## src/shared/gpw_pkg.sv

```systemverilog
// constants shared by the pin, pwm and wake control block
//==============================================================================
package gpw_pkg;
    //==========================================================================
    // register addresses
    localparam logic [7:0] GPW_ADDR_DRIVE_SHARED = 8'h46;
    localparam logic [7:0] GPW_ADDR_DRIVE_DED    = 8'h47;
    localparam logic [7:0] GPW_ADDR_DIRECTION    = 8'h49;
    localparam logic [7:0] GPW_ADDR_PWM_SHARED   = 8'h4A;
    localparam logic [7:0] GPW_ADDR_PWM_DED      = 8'h4B;
    localparam logic [7:0] GPW_ADDR_DUTY         = 8'h4C;
    localparam logic [7:0] GPW_ADDR_WAKE         = 8'h4D;
    //==========================================================================
    // field layout and reset values
    localparam int         GPW_DED_LSB   = 2;
    localparam int         GPW_DED_MSB   = 4;
    localparam logic [7:0] GPW_DED_MASK  = 8'h1C;
    localparam logic [7:0] GPW_REG_RESET = 8'h00;
    //==========================================================================
    // duty thresholds
    localparam logic [7:0] GPW_DUTY_ON_MAX  = 8'h0A;
    localparam logic [7:0] GPW_DUTY_OFF_MIN = 8'hFA;
    //==========================================================================
    // timing
    localparam int          GPW_CLK_HZ       = 10_000_000;
    localparam int          GPW_SAMPLE_MS    = 16;
    localparam int          GPW_SAMPLE_CYC   = GPW_CLK_HZ / 1000 * GPW_SAMPLE_MS;
    localparam logic [23:0] GPW_SAMPLE_LAST  = 24'(GPW_SAMPLE_CYC - 1);
endpackage

```

## src/rtl/gpw_sync2.sv

```systemverilog
// two-flop synchroniser for pin inputs
`timescale 1ns/1ps
`default_nettype none
module gpw_sync2 #(
    parameter int W = 3
) (
    // clock and reset
    input  wire logic         i_clk,
    input  wire logic         i_rst,
    // data
    input  wire logic [W-1:0] i_d,
    output logic      [W-1:0] o_q
);
    logic [W-1:0] meta_r;
    logic [W-1:0] q_r;
    always_ff @(posedge i_clk or posedge i_rst) begin
        if (i_rst) begin
            meta_r <= '0;
            q_r    <= '0;
        end else begin
            meta_r <= i_d;
            q_r    <= meta_r;
        end
    end
    assign o_q = q_r;
endmodule
`default_nettype wire

```

## src/rtl/gpw_pwm_cmp.sv

```systemverilog
// duty comparator with always-on and always-off bands
`timescale 1ns/1ps
`default_nettype none
module gpw_pwm_cmp
    import gpw_pkg::*;
(
    // counter and duty
    input  wire logic [7:0] i_cnt,
    input  wire logic [7:0] i_duty,
    // waveform
    output logic            o_wave
);
    always_comb begin
        if (i_duty <= GPW_DUTY_ON_MAX) begin
            o_wave = 1'b1;
        end else if (i_duty >= GPW_DUTY_OFF_MIN) begin
            o_wave = 1'b0;
        end else begin
            // higher code means less on time
            o_wave = i_cnt >= i_duty;
        end
    end
endmodule
`default_nettype wire

```

## src/rtl/gpw_ctrl.sv

```systemverilog
// dedicated pin and shared drive line control with pwm and sleep wake
`timescale 1ns/1ps
`default_nettype none
module gpw_ctrl
    import gpw_pkg::*;
#(
    parameter int SAMPLE_CYC = GPW_SAMPLE_CYC
) (
    // clock and reset
    input  wire logic       i_clk,
    input  wire logic       i_rst,
    // setup register port from the serial slave
    input  wire logic [7:0] i_reg_addr,
    input  wire logic [7:0] i_reg_wdata,
    input  wire logic       i_reg_wr,
    input  wire logic       i_reg_rd,
    output logic      [7:0] o_reg_rdata,
    output logic            o_reg_ack,
    // device state
    input  wire logic       i_measuring,
    input  wire logic       i_sleep,
    input  wire logic [7:0] i_burst,
    // dedicated pins
    input  wire logic [2:0] i_ded_pin,
    output logic      [2:0] o_ded_pin,
    output logic      [2:0] o_ded_pin_oe_n,
    // shared drive lines
    output logic      [7:0] o_shared_drive_lines,
    // sampled pin state and change line
    output logic      [2:0] o_ded_state,
    output logic            o_change
);
    //==========================================================================
    // registers
    logic [7:0] drv_sh_r, drv_sh_nxt;
    logic [7:0] drv_dd_r, drv_dd_nxt;
    logic [7:0] dir_r, dir_nxt;
    logic [7:0] pwm_sh_r, pwm_sh_nxt;
    logic [7:0] pwm_dd_r, pwm_dd_nxt;
    logic [7:0] duty_r, duty_nxt;
    logic [7:0] wake_r, wake_nxt;
    logic [7:0] rdata_r, rdata_nxt;
    logic       ack_r, ack_nxt;

    always_comb begin
        drv_sh_nxt = drv_sh_r;
        drv_dd_nxt = drv_dd_r;
        dir_nxt    = dir_r;
        pwm_sh_nxt = pwm_sh_r;
        pwm_dd_nxt = pwm_dd_r;
        duty_nxt   = duty_r;
        wake_nxt   = wake_r;
        rdata_nxt  = rdata_r;
        ack_nxt    = i_reg_wr | i_reg_rd;
        // one register per strobe; the slave steps the address for blocks
        if (i_reg_wr) begin
            case (i_reg_addr)
                GPW_ADDR_DRIVE_SHARED: drv_sh_nxt = i_reg_wdata;
                GPW_ADDR_DRIVE_DED:    drv_dd_nxt = i_reg_wdata & GPW_DED_MASK;
                GPW_ADDR_DIRECTION:    dir_nxt    = i_reg_wdata & GPW_DED_MASK;
                GPW_ADDR_PWM_SHARED:   pwm_sh_nxt = i_reg_wdata;
                GPW_ADDR_PWM_DED:      pwm_dd_nxt = i_reg_wdata & GPW_DED_MASK;
                GPW_ADDR_DUTY:         duty_nxt   = i_reg_wdata;
                GPW_ADDR_WAKE:         wake_nxt   = i_reg_wdata & GPW_DED_MASK;
                default: ;
            endcase
        end
        if (i_reg_rd) begin
            case (i_reg_addr)
                GPW_ADDR_DRIVE_SHARED: rdata_nxt = drv_sh_r;
                GPW_ADDR_DRIVE_DED:    rdata_nxt = drv_dd_r;
                GPW_ADDR_DIRECTION:    rdata_nxt = dir_r;
                GPW_ADDR_PWM_SHARED:   rdata_nxt = pwm_sh_r;
                GPW_ADDR_PWM_DED:      rdata_nxt = pwm_dd_r;
                GPW_ADDR_DUTY:         rdata_nxt = duty_r;
                GPW_ADDR_WAKE:         rdata_nxt = wake_r;
                default:               rdata_nxt = 8'h00;
            endcase
        end
    end

    always_ff @(posedge i_clk or posedge i_rst) begin
        if (i_rst) begin
            drv_sh_r <= GPW_REG_RESET;
            drv_dd_r <= GPW_REG_RESET;
            dir_r    <= GPW_REG_RESET;
            pwm_sh_r <= GPW_REG_RESET;
            pwm_dd_r <= GPW_REG_RESET;
            duty_r   <= GPW_REG_RESET;
            wake_r   <= GPW_REG_RESET;
            rdata_r  <= 8'h00;
            ack_r    <= 1'b0;
        end else begin
            drv_sh_r <= drv_sh_nxt;
            drv_dd_r <= drv_dd_nxt;
            dir_r    <= dir_nxt;
            pwm_sh_r <= pwm_sh_nxt;
            pwm_dd_r <= pwm_dd_nxt;
            duty_r   <= duty_nxt;
            wake_r   <= wake_nxt;
            rdata_r  <= rdata_nxt;
            ack_r    <= ack_nxt;
        end
    end
    assign o_reg_rdata = rdata_r;
    assign o_reg_ack   = ack_r;

    //==========================================================================
    // pwm counter and waveform
    logic [7:0] pcnt_r, pcnt_nxt;
    logic       wave_r, wave_nxt;
    logic       wave_c;

    gpw_pwm_cmp u_cmp (
        .i_cnt  (pcnt_r),
        .i_duty (duty_r),
        .o_wave (wave_c)
    );

    always_comb begin
        // frozen while bursts run, so duty accuracy depends on burst length
        pcnt_nxt = i_measuring ? pcnt_r : pcnt_r + 8'h01;
        wave_nxt = i_measuring ? wave_r : wave_c;
    end

    always_ff @(posedge i_clk or posedge i_rst) begin
        if (i_rst) begin
            pcnt_r <= 8'h00;
            wave_r <= 1'b0;
        end else begin
            pcnt_r <= pcnt_nxt;
            wave_r <= wave_nxt;
        end
    end

    //==========================================================================
    // pin drive
    logic [2:0] ded_dir;
    logic [2:0] ded_pwm;
    logic [2:0] ded_drv;
    logic [7:0] sh_val;
    logic [2:0] ded_out_r, ded_out_nxt;
    logic [2:0] ded_oen_r, ded_oen_nxt;
    logic [7:0] sh_out_r, sh_out_nxt;

    assign ded_dir = dir_r[GPW_DED_MSB:GPW_DED_LSB];
    assign ded_pwm = pwm_dd_r[GPW_DED_MSB:GPW_DED_LSB] & ded_dir;
    assign ded_drv = drv_dd_r[GPW_DED_MSB:GPW_DED_LSB];

    always_comb begin
        for (int i = 0; i < 8; i++) begin
            sh_val[i] = pwm_sh_r[i] ? wave_r : drv_sh_r[i];
        end
        for (int i = 0; i < 3; i++) begin
            ded_out_nxt[i] = ded_pwm[i] ? wave_r : ded_drv[i];
        end
        ded_oen_nxt = ~ded_dir;
        // shared lines never float; bursts replace values in measurement
        sh_out_nxt  = i_measuring ? i_burst : sh_val;
    end

    always_ff @(posedge i_clk or posedge i_rst) begin
        if (i_rst) begin
            ded_out_r <= 3'h0;
            ded_oen_r <= 3'h7;
            sh_out_r  <= 8'h00;
        end else begin
            ded_out_r <= ded_out_nxt;
            ded_oen_r <= ded_oen_nxt;
            sh_out_r  <= sh_out_nxt;
        end
    end
    assign o_ded_pin            = ded_out_r;
    assign o_ded_pin_oe_n       = ded_oen_r;
    assign o_shared_drive_lines = sh_out_r;

    //==========================================================================
    // input sampling and wake
    logic [2:0]  pin_sync;
    logic [23:0] tick_r, tick_nxt;
    logic [2:0]  state_r, state_nxt;
    logic        chg_r, chg_nxt;
    logic        tick_hit;
    logic [2:0]  watch;

    gpw_sync2 #(.W(3)) u_sync (
        .i_clk (i_clk),
        .i_rst (i_rst),
        .i_d   (i_ded_pin),
        .o_q   (pin_sync)
    );

    assign tick_hit = tick_r == 24'(SAMPLE_CYC - 1);
    assign watch    = ~ded_dir & wake_r[GPW_DED_MSB:GPW_DED_LSB];

    always_comb begin
        tick_nxt  = tick_hit ? 24'h000000 : tick_r + 24'h000001;
        state_nxt = state_r;
        chg_nxt   = 1'b0;
        if (tick_hit) begin
            for (int i = 0; i < 3; i++) begin
                // in sleep only wake-enabled inputs are read
                if (!ded_dir[i] && (!i_sleep || watch[i])) begin
                    state_nxt[i] = pin_sync[i];
                end
            end
            chg_nxt = i_sleep && |((pin_sync ^ state_r) & watch);
        end
    end

    always_ff @(posedge i_clk or posedge i_rst) begin
        if (i_rst) begin
            tick_r  <= 24'h000000;
            state_r <= 3'h0;
            chg_r   <= 1'b0;
        end else begin
            tick_r  <= tick_nxt;
            state_r <= state_nxt;
            chg_r   <= chg_nxt;
        end
    end
    assign o_ded_state = state_r;
    assign o_change    = chg_r;

    //==========================================================================
    // checks
    property p_dir_oe;
        @(posedge i_clk) disable iff (i_rst)
        1'b1 |=> (o_ded_pin_oe_n == ~$past(ded_dir));
    endproperty
    a_dir_oe: assert property (p_dir_oe) else $error("oe does not follow direction");

    property p_dir_bits;
        @(posedge i_clk) disable iff (i_rst)
        (dir_r & ~GPW_DED_MASK) == 8'h00;
    endproperty
    a_dir_bits: assert property (p_dir_bits) else $error("direction reserved bits set");

    property p_sample_only_tick;
        @(posedge i_clk) disable iff (i_rst)
        !tick_hit |=> $stable(state_r);
    endproperty
    a_sample_only_tick: assert property (p_sample_only_tick) else $error("sample off tick");

    property p_burst;
        @(posedge i_clk) disable iff (i_rst)
        i_measuring |=> (o_shared_drive_lines == $past(i_burst));
    endproperty
    a_burst: assert property (p_burst) else $error("shared lines not bursting");

    property p_freeze;
        @(posedge i_clk) disable iff (i_rst)
        i_measuring |=> $stable(wave_r) && $stable(pcnt_r);
    endproperty
    a_freeze: assert property (p_freeze) else $error("pwm moved in measurement");

    property p_on_band;
        @(posedge i_clk) disable iff (i_rst)
        (duty_r <= GPW_DUTY_ON_MAX) && !i_measuring |=> wave_r;
    endproperty
    a_on_band: assert property (p_on_band) else $error("low code not always on");

    property p_off_band;
        @(posedge i_clk) disable iff (i_rst)
        (duty_r >= GPW_DUTY_OFF_MIN) && !i_measuring |=> !wave_r;
    endproperty
    a_off_band: assert property (p_off_band) else $error("high code not always off");

    property p_input_no_pwm;
        @(posedge i_clk) disable iff (i_rst)
        !ded_dir[0] && !i_reg_wr |=> (o_ded_pin[0] == $past(ded_drv[0]));
    endproperty
    a_input_no_pwm: assert property (p_input_no_pwm) else $error("pwm on input pin");

    property p_change;
        @(posedge i_clk) disable iff (i_rst)
        o_change |-> $past(i_sleep) && $past(tick_hit);
    endproperty
    a_change: assert property (p_change) else $error("change outside sleep tick");
endmodule
`default_nettype wire

```

## config.mk

```make
export PLATFORM = sky130hd
export DESIGN_NAME = gpw_ctrl
export DESIGN_NICKNAME = d
export VERILOG_FILES = /design/src/shared/gpw_pkg.sv /design/src/rtl/gpw_sync2.sv /design/src/rtl/gpw_pwm_cmp.sv /design/src/rtl/gpw_ctrl.sv
export SDC_FILE = /design/constraint.sdc
export NUM_CORES = 1
export LEC_CHECK = 0
export BUFFER_PORTS_ARGS = -buffer_cell sky130_fd_sc_hd__buf_2
export CAP_MARGIN = 20
export CORE_ASPECT_RATIO = 1.25
export CORE_MARGIN = 2
export CORE_UTILIZATION = 54
export DETAILED_ROUTE_END_ITERATION = 7
export HOLD_SLACK_MARGIN = 0.05
export PLACE_DENSITY_LB_ADDON = 0.12
export RECOVER_POWER = 50
export SLEW_MARGIN = 20
export SYNTH_ARGS = -nofsm -noshare
export SYNTH_HDL_FRONTEND = slang
export SYNTH_SLANG_ARGS = --single-unit
```

## constraint.sdc

```tcl
create_clock -name i_clk -period 4 [get_ports i_clk]
set_input_delay 0.8 -clock i_clk [delete_from_list [all_inputs] [get_ports i_clk]]
set_output_delay 0.8 -clock i_clk [all_outputs]
set_load 0.02 [all_outputs]
```

==> results of run 1 <==
==> state kept, by name (all words and copies together) (netlist names), 3 cells and up <==
signal and flops:
pcnt_r 8, o_reg_rdata 8, o_shared_drive_lines 8, drv_sh_r 8, tick_r 24, pwm_sh_r 8, o_ded_state 3, u_sync.o_q 3
drv_dd_r 3, o_ded_pin_oe_n 3, duty_r 8, dir_r 3, u_sync.meta_r 3, o_ded_pin 3, wake_r 3, pwm_dd_r 3
==> cells in the mapped netlist <==
cell	count
dfrtp_1	99
nand2_1	42
mux2_2	30
o21ai_0	30
xnor2_1	26
inv_1	19
mux2i_1	18
nor2_1	15
nand3_1	12
nand4_1	12
nor3_1	12
a21oi_1	10
ha_1	10
nor2b_1	9
nor4_1	9
clkbuf_1	6
o22ai_1	6
a22oi_1	5
and3_1	5
nand2b_1	5
a211oi_1	4
buf_2	4
xor2_1	4
a2111oi_0	3
dfstp_2	3
nand3b_1	3
a21o_1	2
and4_1	2
nand4b_1	2
nor4_4	2
o211ai_1	2
or4b_1	2
a221oi_1	1
and2_1	1
buf_4	1
clkbuf_2	1
nor3_2	1
o2111ai_1	1
o21a_1	1
o311a_1	1
or2_2	1
==> routing by layer <==
metal,vias up,GRT usage (%),wire length [um]
met3,15,2.98,216
met4,0,9.56,189
met1,1687,28.7,4310
met5,-,0,0
li1,1617,-,-
met2,48,39.8,5270
==> worst paths after layout <==
kind	endpoint	cells past startpoint
min in group asynchronous	o_shared_drive_lines[0]	2
worst min-delay path	u_sync.o_q[0]	0
max in group i_clk	drv_sh_r[3]	4
worst max register to register	o_ded_state[0]	5
worst min register to register	u_sync.o_q[0]	0
worst max-delay path	pcnt_r[3]	3
==> through the flow <==
| stage | worst slack (ps) | utilization, % | power, W | cells |
|---|---|---|---|---|
| 3_3_place_gp | 1150 | 59.5 | 0.00142 | 571 |
| 3_5_place_dp | 1100 | 59.5 | 0.00143 | 571 |
| 4_1_cts | 1490 | 61.6 | 0.00201 | 585 |
| 6_report | 1430 | 61.5 | 0.00199 | 585 |
| 2_1_floorplan | 529 | - | 0.00134 | 422 |
| 5_1_grt | 954 | 61.5 | 0.00210 | 585 |
==> kinds of logic (layout without fill, tap and decap cells) <==
kind of cell,count (synthesis),after routing
flops,102,102
mux,48,48
xor+xnor,30,30
buf+inv,31,94
compound gates,66,66
fa+ha+maj,10,10
simple gates,135,135
==> power by group through the flow <==
| stage | Sequential, W | Clock [W] | Combinational (W) |
|---|---|---|---|
| final | 0.00117 | 0.000589 | 0.000233 |
| after global routing | 0.00118 | 0.000649 | 0.000270 |
| after CTS | 0.00117 | 0.000604 | 0.000239 |
| after detailed placement | 0.00119 | 0 | 0.000237 |
| after global placement | 0.00119 | 0 | 0.000230 |
| after floorplan | 0.00118 | 0 | 0.000160 |
==> area by class of cell <==
type	instances	area share [%]
Sequential cell	102	48.6
Multi-Input combinational cell	289	38.6
Timing Repair Buffer	61	5.80
Clock buffer	13	3.21
Tap cell	100	2.38
Inverter	19	1.38
Clock inverter	1	0.0951
==> critical path: stages <==
cell,delay [ps]
buf_2,100
clkinvlp_2,1300
clkbuf_2,770
==> metrics.csv, run 1 <==
metric;value;unit
multi_input_area;0.00203;mm2
min_period;2570;ps
cts.hold.buffers_added;0;
diodes;0;
vias_per_cell;5.76;
powerDensity;378;mW/mm2
cts_sinks;102;
violations;capacitance limit, slew limit;
cts_setup_buffers;0;
start_util;55.1;%
synth_top_area_share;52.6;%
synth_compound_gate_area_share;8.42;%
final.setup.tns;0;ps
swShare;25.9;%
p_leak;2.45;nW
drtIter0Drc;141;
skew;5.84;ps
max_slew.worst_pin.slew;2300;ps
ys_seq_elements;102;
combPwrFrac;11.7;%
nNetsFinal;525;
crit_type;input port to async pin;
die-area;0.00949;mm2
synth.distinct_cells;41;
clk_pin_slew;80;ps
fill_cells;745;
yosysWarnings;0;
cts_tree;yes;
endpoint_kind;async pin;
yosys-top-cells-area;dfrtp_1 (53%), mux2_2 (7.2%), xnor2_1 (4.8%);
dp_hpwl;7330;um
ys_seq_area_share;54.2;%
rsz0062_at_grt;false;
yosysTopAreaCell;dfrtp_1;
setup_viol;0;
period_share;64.3;%
p_int;0.00147;W
report.final.slew_viol_count;54;
area_delta_synth_final;11.7;%
mostFrequentLayoutCells;dfrtp_1 (99), buf_2 (57), nand2_1 (42);
gp_congestion;0.832;
grt_max_degree;54;
finalHoldViolCount;0;
drc;0;
mappedNetlistArea;0.00471;mm2
numPortBuffers;59;
synth_xor_area_share;5.58;%
grt_pass1_wl;16700;um
hp-class;register to register;
fp.coreArea;0.00856;mm2
relSlewSlack;-54.0;%
r2r-start;tick_r[0];
hp-start;u_sync.meta_r[0];
ant_nets;0;
max_freq;389;MHz
placementRows;38;
design_area;0.00526;mm2
start_kind;input port;
syn_area_per_cell;11.2;um2
crit_required;4430;ps
seq_area;0.00256;mm2
synth_fp_nets;465;
cts_resized;0;
reg2reg_slack;1720;ps
holdWs;365;ps
max_cap_viol_count;1;
clockPowerShare;29.6;%
io_pins;60;
pwr-share-seq;58.7;%
insertion_delay;360;ps
synth_top_family_by_area;simple AND/OR/NAND/NOR gates;
cts_root_buf;clkbuf_8;
die_h;108;um
htree_levels;3;
antenna_found_initial;0;
wl;9990;um
crit_path_start;i_rst;
cts_buffer_depth;2;
grt-ovfl-total;0;
grt_pass1_vias;3324;
layout-drive-gt1-share;22.7;%
die_x;87.6;um
wire_per_inst;17.1;um
status;complete, but fails checks;
synthAdderAreaFrac;2.66;%
synth_mux_area_share;11.0;%
vdd_drop_max;0.315;mV
synth-simple-area-share;15.4;%
grt_use_total;23.0;%
critPathMaxFanout;53;
synth_cells;422;
cts_buffers;9;
critPathArrivalTime;3000;ps
post_dp_cell_area;0.00509;mm2
dr.pass1.iters;4;
mostFrequentLayoutCell;dfrtp_1;
power.switching;0.000515;W
vias;3367;
(Power assumes the default switching activity.)
==> run 2, diff against run 1 <==
==> constraint.sdc (replaced) <==
create_clock -name i_clk -period 2.6 [get_ports i_clk]
set_input_delay 0.52 -clock i_clk [delete_from_list [all_inputs] [get_ports i_clk]]
set_output_delay 0.52 -clock i_clk [all_outputs]
set_load 0.02 [all_outputs]
==> metrics.csv, run 2 (synthesized netlist as in run 1, its figures left out) <==
metric;value;unit
status;finished clean;
gp_congestion;0.919;
htree_levels;3;
vias_per_cell;5.72;
skew;9.67;ps
wl;9930;um
mostFrequentLayoutCell;dfrtp_1;
reg2reg_slack;370;ps
rr_worst_depth;5;
fill_cells;702;
period_share;85.6;%
met3_usage;3.28;%
max_cap_viol_count;0;
combPwrFrac;11.1;%
clockPowerShare;34.4;%
largest_register;tick_r;
p_int;0.00245;W
min_period;2230;ps
start_kind;register;
cts_root_buf;clkbuf_8;
crit_type;register to register;
grt_pass1_wl;16600;um
cts.hold.buffers_added;0;
max_freq;449;MHz
drtIter0Drc;168;
finalHoldViolCount;0;
numPortBuffers;59;
layout-drive-gt1-share;23.9;%
endpoint_kind;register;
clk_pin_slew;100;ps
powerDensity;612;mW/mm2
grt_max_degree;103;
final.setup.tns;0;ps
die_x;87.6;um
mostFrequentLayoutCells;dfrtp_1 (99), buf_2 (56), nand2_1 (42);
relSlewSlack;10.5;%
area_delta_synth_final;14.0;%
critPathArrivalTime;2490;ps
nNetsFinal;531;
fin_util;62.7;%
cts_buffers;9;
drc;0;
rsz0062_at_grt;false;
grt_use_total;22.7;%
report.final.slew_viol_count;0;
start_util;55.1;%
insertion_delay;370;ps
vdd_drop_max;0.621;mV
p_leak;2.51;nW
critPathMaxFanout;6;
dp_hpwl;7230;um
pwr-share-seq;54.6;%
largest_reg_flops;24;
cts_tree;yes;
use_met1;27.5;%
hold_depth;1;
busiest_layer;met2;
antenna_found_initial;0;
die-area;0.00949;mm2
io_pins;60;
ant_nets;0;
setup_viol;0;
fp.coreArea;0.00856;mm2
swShare;25.5;%
hp-class;input port to register;
worst_slack;373;ps
grt_pass1_vias;3461;
max_slew.worst_pin.slew;1340;ps
die_h;108;um
cts_setup_buffers;0;
power.switching;0.000839;W
grt_use_met2;39.9;%
cts_buffer_depth;2;
diodes;0;
cts_sinks;102;
cts_resized;0;
grt-ovfl-total;0;
wire_per_inst;16.8;um
dr.pass1.iters;5;
dp_slack;225;ps
vias;3394;
placementRows;38;
crit_required;2860;ps
==> run 2: cell count changes in the layout (fill, tap and decap cells not counted), sizes merged <==
cell      delta
buf          +5
bufinv       +2
clkbuf       -1
clkinv       +1
clkinvlp     +1
==> run 2: path summary, 6_finish.rpt <==
| path | startpoint | end |
|---|---|---|
| max | tick_r[0] | o_ded_state[1] |
| min | i_ded_pin[0] | u_sync.meta_r[0] |
| min in group asynchronous | i_rst | o_reg_rdata[5] |
| max in group asynchronous | i_rst | duty_r[2] |
| max reg2reg | tick_r[0] | o_ded_state[1] |
| min reg2reg | u_sync.meta_r[2] | u_sync.o_q[2] |
==> run 2: metal layers <==
metal / routed length (um) / share of wire (%)
met5: 0 / 0
met4: 214 / 2.2
met3: 280 / 2.8
met2: 5390 / 54
met1: 4050 / 41
==> run 2: worst max-delay path, cell delays in order, from the launching register on <==
cell and delay (ps):
dfrtp_1 430, ha_1 260, and4_1 270, nand4_1 220
a2111oi_0 550, mux2_2 390
==> run 2: stage by stage <==
stage | power (W) | std cells | cell area, um2 | hold WS [ps]
floorplan | 0.00206 | 422 | 4720 | 331
global placement | 0.00218 | 577 | 5150 | 342
detailed placement | 0.00220 | 577 | 5150 | 339
CTS | 0.00331 | 593 | 5390 | 241
global route | 0.00344 | 593 | 5370 | 238
finish | 0.00329 | 593 | 5370 | 242
==> run 2: cell type report <==
class	count	area, um2	area share (%)
clock buffer	11	151	2.82
clock inverter	5	81.3	1.51
inverter	19	75.1	1.40
multi-input combinational	289	2030	37.8
sequential	102	2560	47.6
tap	100	125	2.33
timing repair buffer	67	352	6.55
==> run 2: power groups by stage <==
stage	sequential [W]	combinational, W	clock, W
global route	0.00181	0.000416	0.00121
global placement	0.00182	0.000353	0
floorplan	0.00181	0.000246	0
detailed placement	0.00183	0.000373	0
finish	0.00179	0.000363	0.00113
CTS	0.00180	0.000374	0.00114
==> run 3, diff against run 2 <==
--- a/config.mk
+++ b/config.mk
@@ -5,7 +5,7 @@
 export SDC_FILE = /design/constraint.sdc
 export NUM_CORES = 1
 export LEC_CHECK = 0
-export BUFFER_PORTS_ARGS = -buffer_cell sky130_fd_sc_hd__buf_2
+export BUFFER_PORTS_ARGS = -buffer_cell sky130_fd_sc_hd__buf_4
 export CAP_MARGIN = 20
 export CORE_ASPECT_RATIO = 1.25
 export CORE_MARGIN = 2
==> constraint.sdc (replaced) <==
create_clock -name i_clk -period 2.6 [get_ports i_clk]
set_input_delay 0.13 -clock i_clk [delete_from_list [all_inputs] [get_ports i_clk]]
set_output_delay 0.13 -clock i_clk [all_outputs]
set_load 0.02 [all_outputs]
==> metrics.csv, run 3 (synthesized netlist as in run 1, its figures left out) <==
metric;value;unit
grt_max_degree;48;
rr_worst_depth;5;
highest_layer;met4;
max_slew.worst_pin.slew;1370;ps
insertion_delay;370;ps
powerDensity;552;mW/mm2
wl_met2;5500;um
dp_hpwl;7440;um
setup_viol;0;
p_int;0.00223;W
largest_reg_flops;24;
crit_family;compound AO/OA/AOI/OAI gates;
cp_slowest_cell;a2111oi_0;
p_leak;2.48;nW
seq_area;0.00256;mm2
placementRows;38;
gp_congestion;0.923;
crit_path_start;tick_r[0];
multi_input_area;0.00203;mm2
htree_levels;3;
ant_nets;0;
cts_resized;0;
grt-ovfl-total;0;
skew;10.6;ps
crit_required;2850;ps
min_period;2230;ps
nNetsFinal;551;
clk_pin_slew;90;ps
report.final.slew_viol_count;0;
cts_buffers;9;
final.setup.tns;0;ps
mostFrequentLayoutCell;dfrtp_1;
vias_per_cell;5.67;
hp-class;input port to register;
die-area;0.00949;mm2
cts_tree;yes;
start_kind;register;
grt_use_total;23.9;%
status;finished clean;
cts.hold.buffers_added;22;
swShare;27.3;%
r2r-start;tick_r[0];
antenna_found_initial;0;
grt_pass1_vias;3503;
reg2reg_to;o_ded_state[1];
critPathArrivalTime;2480;ps
crit_chain;ha_1 > and4_1 > nand4_1 > a2111oi_0 > mux2_2;
holdWs;66.8;ps
dr.pass1.iters;4;
layout-drive-gt1-share;17.5;%
vias;3474;
fin_util;64.9;%
power.switching;0.000836;W
cp_num_buf_inv;0;
rsz0062_at_grt;false;
reg2reg_slack;370;ps
max_cap_viol_count;0;
fp.coreArea;0.00856;mm2
grt_pass1_wl;17300;um
wire_per_inst;16.9;um
crit_cells;5;
cts_sinks;102;
endpoint_kind;register;
max_freq;448;MHz
area_delta_synth_final;17.8;%
fill_cells;694;
cts_buffer_depth;2;
diodes;0;
period_share;85.8;%
cts_root_buf;clkbuf_8;
dr_wl_met3;340;um
relSlewSlack;7.89;%
io_pins;60;
start_util;55.1;%
critPathMaxFanout;6;
vdd_drop_max;0.378;mV
combPwrFrac;12.8;%
crit_type;register to register;
die_h;108;um
finalHoldViolCount;0;
clockPowerShare;28.4;%
mostFrequentLayoutCells;dfrtp_1 (99), nand2_1 (42), buf_4 (32);
largest_register;tick_r;
cts_setup_buffers;0;
cp-endpoint;o_ded_state[1];
wl;10400;um
pwr-share-seq;58.8;%
numPortBuffers;59;
die_x;87.6;um
met1_length;4350;um
drc;0;
drtIter0Drc;151;
max_stage_delay;560;ps
[run 3: cell count changes in the layout (fill, tap and decap cells not counted), sizes merged]
cell         delta
buf            -31
clkbuf         +28
dlygate4sd3    +22
bufinv          -2
clkinv          +2
clkinvlp        +1
[run 3: layout make-up]
cell class,count,area share (%)
Multi-Input combinational cell,289,36.5
Timing Repair Buffer,87,10.9
Clock buffer,10,2.30
Sequential cell,102,46.0
Inverter,19,1.31
Clock inverter,6,0.699
Tap cell,100,2.25
[run 3: per-stage QoR]
| step | area, um2 | setup WS (ps) | instances | total power (W) |
|---|---|---|---|---|
| after floorplan | 4720 | 689 | 422 | 0.00206 |
| final | 5550 | 369 | 613 | 0.00306 |
| after CTS | 5670 | 382 | 613 | 0.00311 |
| after global placement | 5290 | 487 | 575 | 0.00220 |
| after detailed placement | 5290 | 400 | 575 | 0.00222 |
| after global routing | 5550 | 166 | 613 | 0.00325 |
[run 3: worst min path at each step]
stage	start	endpoint	slack, ps	cells after the start
6_report	i_reg_rd	o_reg_rdata[2]	70	2
5_1_grt	i_reg_rd	o_reg_rdata[3]	70	2
4_1_cts	i_reg_rd	o_reg_rdata[2]	50	2
3_5_place_dp	i_ded_pin[0]	u_sync.meta_r[0]	240	1
3_3_place_gp	i_ded_pin[2]	u_sync.meta_r[2]	240	1
2_1_floorplan	i_ded_pin[0]	u_sync.meta_r[0]	160	0
[run 3: worst register-to-register path, cell delays in order, from the launching register on]
cell,delay [ps]
dfrtp_1,420
ha_1,260
and4_1,270
nand4_1,230
a2111oi_0,560
mux2_2,390
[run 3: power by group through the flow]
stage	clock, W	sequential, W	combinational [W]
3_5_place_dp	0	0.00183	0.000387
4_1_cts	0.000898	0.00180	0.000413
5_1_grt	0.000979	0.00181	0.000452
6_report	0.000870	0.00180	0.000393
3_3_place_gp	0	0.00183	0.000374
2_1_floorplan	0	0.00181	0.000246
[run 3: routing by layer]
layer	GRT usage, %	up-vias
li1	-	1672
met1	29.9	1724
met2	41.2	63
met3	4.66	15
met4	8.02	0
met5	0	-
